**config.mk**
```make
export PLATFORM = sky130hd
export DESIGN_NAME = pfs_port_func
export DESIGN_NICKNAME = d
export VERILOG_FILES = /design/src/pfs_port_func.v /design/src/pfs_word_mem.v
export VERILOG_INCLUDE_DIRS = /design/src /design/src/src
export SDC_FILE = /design/constraint.sdc
export NUM_CORES = 1
export LEC_CHECK = 0
export BUFFER_PORTS_ARGS = -buffer_cell sky130_fd_sc_hd__buf_4
export CORE_MARGIN = 2
export CORE_UTILIZATION = 60
export CTS_BUF_LIST = sky130_fd_sc_hd__clkbuf_4
export DETAILED_ROUTE_END_ITERATION = 10
export GPL_ROUTABILITY_DRIVEN = 0
export HOLD_SLACK_MARGIN = 0.05
export PLACE_DENSITY = 0.92
export SYNTH_ARGS = -nofsm -noshare
export SYNTH_HDL_FRONTEND = slang
export SYNTH_SLANG_ARGS = --single-unit
```
**constraint.sdc**
```tcl
create_clock -name core_clk -period 27.1 [get_ports core_clk]
set_input_delay 2.71 -clock core_clk [delete_from_list [all_inputs] [get_ports core_clk]]
set_output_delay 2.71 -clock core_clk [all_outputs]
set_load 0.01 [all_outputs]
```
**src/pfs_defs.vh**
```
// Constants for the port function select block
`ifndef PFS_DEFS_VH
`define PFS_DEFS_VH
// Function codes
`define PFS_FC_HIZ 4'h0
`define PFS_FC_LVL_OUT 4'h3
`define PFS_FC_XLAT_OUT 4'h4
`define PFS_FC_ANA_OUT 4'h5
`define PFS_FC_ANA_MON 4'h6
// Configuration word fields
`define PFS_CFG_FC_HI 15
`define PFS_CFG_FC_LO 12
`define PFS_CFG_INV_BIT 11
`define PFS_CFG_RANGE_HI 10
`define PFS_CFG_RANGE_LO 8
`define PFS_CFG_ASSOC_HI 3
`define PFS_CFG_ASSOC_LO 0
`define PFS_RANGE_LOW_BAND 3'h4
// Register byte offsets
`define PFS_REG_CFG_BASE 12'h000
`define PFS_REG_CODE_BASE 12'h040
`define PFS_REG_RESULT_BASE 12'h080
`define PFS_REG_LEVELS 12'h0C0
`define PFS_REG_INPUTS 12'h0C4
// Reset values and clip limit code
`define PFS_CFG_RESET 16'h0000
`define PFS_CODE_RESET 12'h000
`define PFS_CLIP_MAX_CODE 12'h7FF
`endif

```
**src/pfs_port_func.v**
```verilog
// Per-port function selection and digital routing with APB registers
//
// The APB register port and the placing of the registers are this design's own decisions.
`timescale 1ns/10ps
`default_nettype none
`include "pfs_defs.vh"
module pfs_port_func #(
  parameter NPORTS = 12,
  parameter CODE_W = 12
) (
  // Clock and reset
  input wire core_clk,
  input wire rst,
  input wire clk_en,
  // APB slave
  input wire psel,
  input wire penable,
  input wire pwrite,
  input wire [11:0] paddr,
  input wire [31:0] pwdata,
  output reg [31:0] prdata,
  output reg pready,
  output reg pslverr,
  // Threshold input values from the port comparators
  input wire [NPORTS-1:0] threshold_digital_input,
  // Converter result strobe and data
  input wire adc_result_valid,
  input wire [3:0] adc_result_port,
  input wire [CODE_W-1:0] adc_result_data,
  // Port drivers
  output reg [NPORTS-1:0] digital_out_en,
  output reg [NPORTS-1:0] digital_out_value,
  output reg [NPORTS-1:0] analog_out_en,
  output reg [NPORTS-1:0] adc_sample_en,
  output reg [NPORTS*CODE_W-1:0] dac_code
);
  ////////////////////////////////////////////////////////////////////////////
  // Register storage
  reg [15:0] port_cfg [0:NPORTS-1];
  reg [CODE_W-1:0] port_code [0:NPORTS-1];
  reg [NPORTS-1:0] output_level_bits;
  wire [CODE_W-1:0] result_rd;
  reg rd_pending;
  // Ports in monitored analog mode, gates result writes
  wire [NPORTS-1:0] mon_mode;

  wire apb_setup = psel && !penable;
  wire apb_access = psel && penable;
  wire [11:0] off = paddr & 12'hFFC;
  wire [3:0] idx = off[5:2];
  wire idx_ok = (idx < NPORTS);
  wire in_cfg = ({off[11:6], 6'h00} == `PFS_REG_CFG_BASE) && idx_ok;
  wire in_code = ({off[11:6], 6'h00} == `PFS_REG_CODE_BASE) && idx_ok;
  wire in_res = ({off[11:6], 6'h00} == `PFS_REG_RESULT_BASE) && idx_ok;
  wire is_lvl = (off == `PFS_REG_LEVELS);
  wire is_inp = (off == `PFS_REG_INPUTS);
  wire mapped = in_cfg || in_code || in_res || is_lvl || is_inp;
  wire wr_fire = apb_access && pready && pwrite;

  ////////////////////////////////////////////////////////////////////////////
  // Conversion result memory
  pfs_word_mem #(
    .WIDTH(CODE_W),
    .DEPTH(NPORTS),
    .AW(4)
  ) u_result_mem (
    .core_clk(core_clk),
    .clk_en(clk_en),
    .wr_en(adc_result_valid && (adc_result_port < NPORTS) && mon_mode[adc_result_port]),
    .wr_addr(adc_result_port),
    .wr_data(adc_result_data),
    .rd_addr(idx),
    .rd_data(result_rd)
  );

  ////////////////////////////////////////////////////////////////////////////
  // APB slave: one wait state so result memory read settles
  integer i;
  always @(posedge core_clk or posedge rst)
  begin
    if (rst)
    begin
      for (i = 0; i < NPORTS; i = i + 1)
      begin
        port_cfg[i] <= `PFS_CFG_RESET;
        port_code[i] <= `PFS_CODE_RESET;
      end
      output_level_bits <= {NPORTS{1'b0}};
      prdata <= 32'h0000_0000;
      pready <= 1'b0;
      pslverr <= 1'b0;
      rd_pending <= 1'b0;
    end
    else if (clk_en)
    begin
      pready <= 1'b0;
      pslverr <= 1'b0;
      // Result memory is addressed during setup, data stands at access
      if (apb_setup)
      begin
        rd_pending <= 1'b1;
      end
      else if (apb_access && rd_pending && !pready)
      begin
        rd_pending <= 1'b0;
        pready <= 1'b1;
        pslverr <= !mapped;
        prdata <= 32'h0000_0000;
        if (!pwrite)
        begin
          if (in_cfg)
            prdata <= {16'h0000, port_cfg[idx]};
          else if (in_code)
            prdata <= {{(32-CODE_W){1'b0}}, port_code[idx]};
          else if (in_res)
            prdata <= {{(32-CODE_W){1'b0}}, result_rd};
          else if (is_lvl)
            prdata <= {{(32-NPORTS){1'b0}}, output_level_bits};
          else if (is_inp)
            prdata <= {{(32-NPORTS){1'b0}}, threshold_digital_input};
        end
      end
      if (wr_fire)
      begin
        if (in_cfg)
          port_cfg[idx] <= pwdata[15:0];
        else if (in_code)
          port_code[idx] <= pwdata[CODE_W-1:0];
        else if (is_lvl)
          output_level_bits <= pwdata[NPORTS-1:0];
      end
    end
  end

  ////////////////////////////////////////////////////////////////////////////
  // Per-port mode decode and routing
  wire [NPORTS-1:0] next_dig_en;
  wire [NPORTS-1:0] next_dig_val;
  wire [NPORTS-1:0] next_ana_en;
  wire [NPORTS-1:0] next_adc_en;
  wire [NPORTS*CODE_W-1:0] next_dac;

  genvar g;
  generate
    for (g = 0; g < NPORTS; g = g + 1)
    begin : g_port
      wire [3:0] port_function_code = port_cfg[g][`PFS_CFG_FC_HI:`PFS_CFG_FC_LO];
      wire invert_forwarded_value = port_cfg[g][`PFS_CFG_INV_BIT];
      wire [2:0] range = port_cfg[g][`PFS_CFG_RANGE_HI:`PFS_CFG_RANGE_LO];
      wire [3:0] assoc = port_cfg[g][`PFS_CFG_ASSOC_HI:`PFS_CFG_ASSOC_LO];
      wire is_lvl_out = (port_function_code == `PFS_FC_LVL_OUT);
      wire is_xlat = (port_function_code == `PFS_FC_XLAT_OUT);
      wire is_ana = (port_function_code == `PFS_FC_ANA_OUT);
      wire is_mon = (port_function_code == `PFS_FC_ANA_MON);
      // Each port indexes the shared input vector on its own
      wire src_val = (assoc < NPORTS) ? threshold_digital_input[assoc] : 1'b0;
      wire clip = is_mon && (range == `PFS_RANGE_LOW_BAND) && (port_code[g] > `PFS_CLIP_MAX_CODE);
      assign mon_mode[g] = is_mon;
      assign next_dig_en[g] = is_lvl_out || is_xlat;
      assign next_dig_val[g] = is_lvl_out ? output_level_bits[g] :
                               is_xlat ? (src_val ^ invert_forwarded_value) : 1'b0;
      assign next_ana_en[g] = is_ana || is_mon;
      assign next_adc_en[g] = is_mon;
      // Driver code: logic-one level or analog voltage; zero when high impedance
      assign next_dac[g*CODE_W +: CODE_W] = clip ? `PFS_CLIP_MAX_CODE :
        (is_lvl_out || is_xlat || is_ana || is_mon) ? port_code[g] : `PFS_CODE_RESET;
    end
  endgenerate

  ////////////////////////////////////////////////////////////////////////////
  // Registered driver outputs
  always @(posedge core_clk or posedge rst)
  begin
    if (rst)
    begin
      digital_out_en <= {NPORTS{1'b0}};
      digital_out_value <= {NPORTS{1'b0}};
      analog_out_en <= {NPORTS{1'b0}};
      adc_sample_en <= {NPORTS{1'b0}};
      dac_code <= {(NPORTS*CODE_W){1'b0}};
    end
    else if (clk_en)
    begin
      digital_out_en <= next_dig_en;
      digital_out_value <= next_dig_val;
      analog_out_en <= next_ana_en;
      adc_sample_en <= next_adc_en;
      dac_code <= next_dac;
    end
  end
endmodule
`default_nettype wire

```
**src/pfs_word_mem.v**
```verilog
// Small register-file memory with registered read data
`timescale 1ns/10ps
`default_nettype none
module pfs_word_mem #(
  parameter WIDTH = 12,
  parameter DEPTH = 12,
  parameter AW = 4
) (
  // Clock
  input wire core_clk,
  input wire clk_en,
  // Write side
  input wire wr_en,
  input wire [AW-1:0] wr_addr,
  input wire [WIDTH-1:0] wr_data,
  // Read side
  input wire [AW-1:0] rd_addr,
  output reg [WIDTH-1:0] rd_data
);
  reg [WIDTH-1:0] mem [0:DEPTH-1];

  always @(posedge core_clk)
  begin
    if (clk_en)
    begin
      if (wr_en)
        mem[wr_addr] <= wr_data;
      rd_data <= mem[rd_addr];
    end
  end
endmodule
`default_nettype wire

```
# Yosys cells after proc, flatten, opt, wreduce, memory -nomap -nowiden
# Memories as Yosys holds them, arrays and structs flattened. A register that Yosys moved wholly into a read port is not among the register bits.
# Cells that the tools add are included.
[word_totals]
regBits = 575
latch_bits = 0
ram_bits = 144
rom_bits = 0
input_bits = 79
out_inout_bits = 226
wordCells = 367
memories = 1
[op_classes]
add_sub_neg = 0
n_mul = 0
div_mod_pow = 0
order_cmp = 41
n_eq_ne = 64
n_shift = 0
muxes = 113
bitwise_logic = 16
reduce_logical = 98
[memory_table]
columns = ["name", "depth", "width", "rd", "rd_clocked_by_memory_dff", "wr", "line", "text"]
rows = [
  ["u_result_mem.mem", 12, 12, 1, 1, 1, "pfs_word_mem.v:20", "reg [WIDTH-1:0] mem [0:DEPTH-1];"],
]
[ops]
columns = ["cell", "n"]
rows = [
  ["$mux W12", 31],
  ["$bwmux W192", 1],
  ["$bwmux W144", 1],
  ["$eq A4 B3 Y1 const B", 36],
  ["$gt A12 B11 Y1 const B", 12],
  ["$mux W16", 5],
  ["$lt A4 B5 Y1 const B", 13],
  ["$bmux W16 S4", 1],
  ["$demux W16 S4", 1],
  ["$mux W1", 58],
  ["$lt A4 B4 Y1 const B", 14],
  ["$bmux W1 S4", 13],
  ["$logic_or A1 B1 Y1", 52],
  ["$bmux W12 S4", 1],
  ["$demux W12 S4", 1],
  ["$eq A4 B2 Y1 const B", 12],
  ["$eq A3 B3 Y1 const B", 12],
  ["$logic_and A1 B1 Y1", 36],
  ["$eq A10 B6 Y1 const B", 2],
  ["$xor A1 B1 Y1", 12],
  ["$eq A6 B1 Y1 const B", 1],
  ["$eq A6 B2 Y1 const B", 1],
  ["$logic_not A6 Y1", 1],
  ["$reduce_and A3 Y1", 2],
  ["other kinds (9)", 13],
]

# Longest topological paths before layout
[logic_depth]
word_depth = 9
depth_mapped = 8
mapped_depth_nobuf = 5

# Cells and area by module
# From an unflattened synthesis, not the netlist that was laid out.
[hier_totals]
hier_cells = 2448
area_unflattened_um2 = 32812.7
[by_module_without_submodules]
columns = ["mod", "instances", "cells_per_inst", "area_per_inst_um2", "seq_area_each_um2"]
rows = [
  ["pfs_port_func", 1, 2185, 26965.9, 13988.4],
  ["pfs_word_mem", 1, 263, 5846.9, 4684.5],
]

# Worst setup path after synthesis
# OpenSTA, ideal clock, no wires.
[synth_path]
path_type = "input-to-reg"
startpoint = "input port adc_result_port[0]"
endpoint = "memory u_result_mem.mem[0][0], enable pin"
setup_ns = 0.396
arrival_ns = 4.895
t_required_ns = 26.704
path_slack_ns = 21.808
path_stages = 4
n_path_buf = 1
path_cell_list = "clkbuf_1 mux4_2 or4_1 nor3_1"
[synth_via]
elab_chain_len = 6
elab_cells_between_ends = 8
cone_classes = "order compare (1); mux (5); reduce/logical (2)"
[synth_lines]
columns = ["item", "line", "text"]
rows = [
  ["start: declaration", "pfs_port_func.v:28", "input wire [3:0] adc_result_port,"],
  ["$bmux W1 S4 or $lt A4 B4 Y1 (tied branches)", "pfs_port_func.v:69", ".wr_en(adc_result_valid && (adc_result_port < NPORTS) && mon_mode[adc_result_port]),"],
  ["$mux W1 (not written as such) or $logic_and A1 B1 Y1 (tied branches)", "pfs_port_func.v:69", ""],
  ["$logic_and A1 B1 Y1", "pfs_port_func.v:69", ""],
  ["$mux W1", "pfs_word_mem.v:26", "if (wr_en)"],
  ["$mux W1", "pfs_word_mem.v:24", "if (clk_en)"],
  ["$mux W1 (not written as such)", "pfs_word_mem.v:27", "mem[wr_addr] <= wr_data;"],
  ["end: declaration", "pfs_word_mem.v:20", ""],
]
# Several ways; a longest one is shown, not always the timed one. The select of a mux whose other input is x is not followed.

==> results.json <==
{
  "outcome": "complete, no violations",
  "antenna_found_initial": 7,
  "muxShareOfSynthArea_pct": 24.9,
  "grt_pass1_vias": 25900,
  "drc_errors": 0,
  "cts.repair.resized": 0,
  "synth_compound_area_share_pct": 6.57,
  "synth_cells": 2423,
  "yosys.area_share.adder_pct": 0,
  "fill_cells": 3122,
  "cts_buffer_depth": 3,
  "core_sq_um": 54100,
  "die_y_microns": 238,
  "min_period_ns": 5.14,
  "wire_per_inst_microns": 29.9,
  "whs_ns": 0.489,
  "p_leak_nw": 16.8,
  "finalMaxSlewViolations": 0,
  "cts_tree": "done",
  "min_period_over_period_pct": 19.0,
  "hold_buffers": 0,
  "area_growth_pct": 13.8,
  "seq_area_frac_synth_pct": 56.6,
  "skew_ns": 0.0986,
  "cp.required_ns": 28.11,
  "synth.area.top_cells": "dfrtp_1, edfxtp_1, mux4_2, mux2_2, a21oi_1",
  "synth-xor-area-share_pct": 0.451,
  "vdd_drop_max_mv": 0.0392,
  "power_density_nw_per_um2": 58.3,
  "via_count": 25000,
  "ys_ff_latch": 715,
  "placed_area_sq_um": 35300,
  "hpwlAfterDp_microns": 66200,
  "grt.overflow.total": 0,
  "crit_fanout": 53,
  "post-cts-setup-buffer-count": 0,
  "grt_pass1_wl_microns": 159000,
  "first_iter_violations": 3971,
  "synth_top_family_by_area": "multiplexers",
  "dieArea_sq_um": 56900,
  "ys.flop_type": "dfrtp_1",
  "multi_input_area_sq_um": 13400,
  "max_freq_mhz": 195,
  "htree_num_levels": 4,
  "finalSetupTns_ns": 0,
  "die_w_microns": 238,
  "yosysTopAreaCell": "dfrtp_1",
  "drive_above_1_share_pct": 38.5,
  "grt_max_degree": 139,
  "vias_per_cell": 7.02,
  "setup_viol": 0,
  "slew_headroom_pct": 2.33,
  "final_nets": 2798,
  "yosysWarnings": 0,
  "avgSynthCellArea_sq_um": 13.6,
  "finalHoldViolations": 0,
  "end_kind": "flop",
  "yosys.area_share.simple_pct": 8.41,
  "seqCellArea_sq_um": 18700,
  "arrival_ns": 6.15,
  "first_pass_iters": 10,
  "clk_root_buffer_cell": "clkbuf_4",
  "rsz0062_at_grt": "no",
  "ios": 305,
  "final_area_sq_um": 37500,
  "synth_top_area_share_pct": 42.4,
  "synth_enable_flop_cells": 156,
  "syn_area_sq_um": 33000,
  "critPathKind": "input port to flop",
  "clk_transition_reported_paths_ns": 0.07,
  "clk-insertion-delay-late_ns": 1.09,
  "yosys.cell_count.top_type": "dfrtp_1",
  "maxCapViolCount": 0,
  "critPathLaunchType": "input port",
  "portBuffers": 270,
  "antenna_left": 0,
  "worst_slew_pin_slew_ns": 1.45,
  "initial_core_util_pct": 60.9,
  "cts.sink_count": 715,
  "cts_buffers": 173,
  "async_flop_share_pct": 78.2,
  "ys_top_cells_by_count": "dfrtp_1, mux2_2, nand2_1, nor2_1, a21oi_1",
  "grtUsageTotal_pct": 37.9,
  "hold_class": "flop to flop",
  "ys_types": 65,
  "routed_wl_microns": 106000,
  "rows": 85
}
[flip-flops by register name, indices dropped and copies added (netlist names)]
| name | cells |
|---|---|
| dac_code | 144 |
| port_code | 144 |
| u_result_mem.mem | 144 |
| g_port.assoc | 48 |
| g_port.port_function_code | 48 |
| port_cfg | 48 |
| g_port.range | 36 |
| prdata | 16 |
| adc_sample_en | 12 |
| analog_out_en | 12 |
| digital_out_en | 12 |
| digital_out_value | 12 |
| g_port.invert_forwarded_value | 12 |
| output_level_bits | 12 |
| u_result_mem.rd_data | 12 |
| pready | 1 |
| pslverr | 1 |
| rd_pending | 1 |
[power by group]
part	total (W)	leakage, nW	switching [W]	internal [W]
Sequential	0.00113	9.00	0.0000140	0.00112
Combinational	0.000158	6.46	0.000105	0.0000531
Clock	0.000899	1.30	0.000461	0.000439
Total	0.00219	16.8	0.000580	0.00161
[through the flow]
stage | utilization, % | total power, W | setup slack (ns) | cells
after floorplan | - | 0.00123 | 8.76 | 2438
after global placement | 65.2 | 0.00129 | 21.22 | 3239
after detailed placement | 65.2 | 0.00130 | 21.01 | 3239
after CTS | 69.3 | 0.00218 | 22.06 | 3553
after global routing | 69.3 | 0.00225 | 21.91 | 3558
final | 69.3 | 0.00219 | 21.96 | 3560
[cells in the final DEF, fill, tap and decap left out, drive strengths merged, types with 9 or more instances in the layout]
cell    synthesis  routed
a32o           14      14
nor3           20      20
inv            17      21
mux4          159     159
nand3b         13      13
nand2b         27      27
mux2i          31      31
dfrtp         559     559
nor2          197     197
o41ai          10      10
nand3          17      17
clkinv          0      48
conb            1      16
o21ai          39      39
a211oi         22      22
mux2          363     363
nor3b          18      18
a221oi         10      10
clkbuf        132     258
nand2         220     220
buf            72     310
a21oi         177     177
o31ai          13      13
edfxtp        156     156
nor4           11      11
xnor2           9       9
a22o           18      18
[final cells by class]
type	instances	share of cell area (%)
Clock buffer	258	5.16
Multi-Input combinational cell	1502	35.6
Tap cell	696	2.32
Antenna cell	6	0.0400
Inverter	17	0.190
Clock inverter	56	0.687
Timing Repair Buffer	310	6.23
Sequential cell	715	49.8
[critical path, cell delays in order]
cell     delay (ns)
buf_6          0.37
buf_4          0.61
inv_2          0.49
buf_4          0.41
a41oi_1        1.12
a32o_1         0.33
[layer usage]
metal	up-vias	GRT usage [%]	wire [microns]
li1	9600	-	-
met5	-	0	61
met3	643	16.6	16100
met1	12300	47.0	35400
met4	8	23.6	7130
met2	2454	54.8	47800
[path summary, 6_finish.rpt]
| kind | startpoint | end | slack (ns) | depth (start not counted) |
|---|---|---|---|---|
| worst max-delay path | clk_en | dac_code[131] | 21.96 | 6 |
| worst min-delay path | analog_out_en[10] | analog_out_en[10] | 0.49 | 2 |
| min in group asynchronous | rst | g_port[10].assoc[2] | 1.83 | 2 |
| max in group asynchronous | rst | dac_code[93] | 22.74 | 4 |
| worst min register to register | analog_out_en[10] | analog_out_en[10] | 0.49 | 2 |
| worst max register to register | g_port[7].port_function_code[3] | u_result_mem.mem[7][4] | 23.22 | 5 |
[kinds of logic after synthesis]
group / count (synthesis)
AOI/OAI and AO/OA: 343
DFF: 715
and+or+nand+nor: 573
buffers and inverters: 221
muxes: 553
xor gates and xnor gates: 17
other: 1
Power figures use the tool's default switching activity.
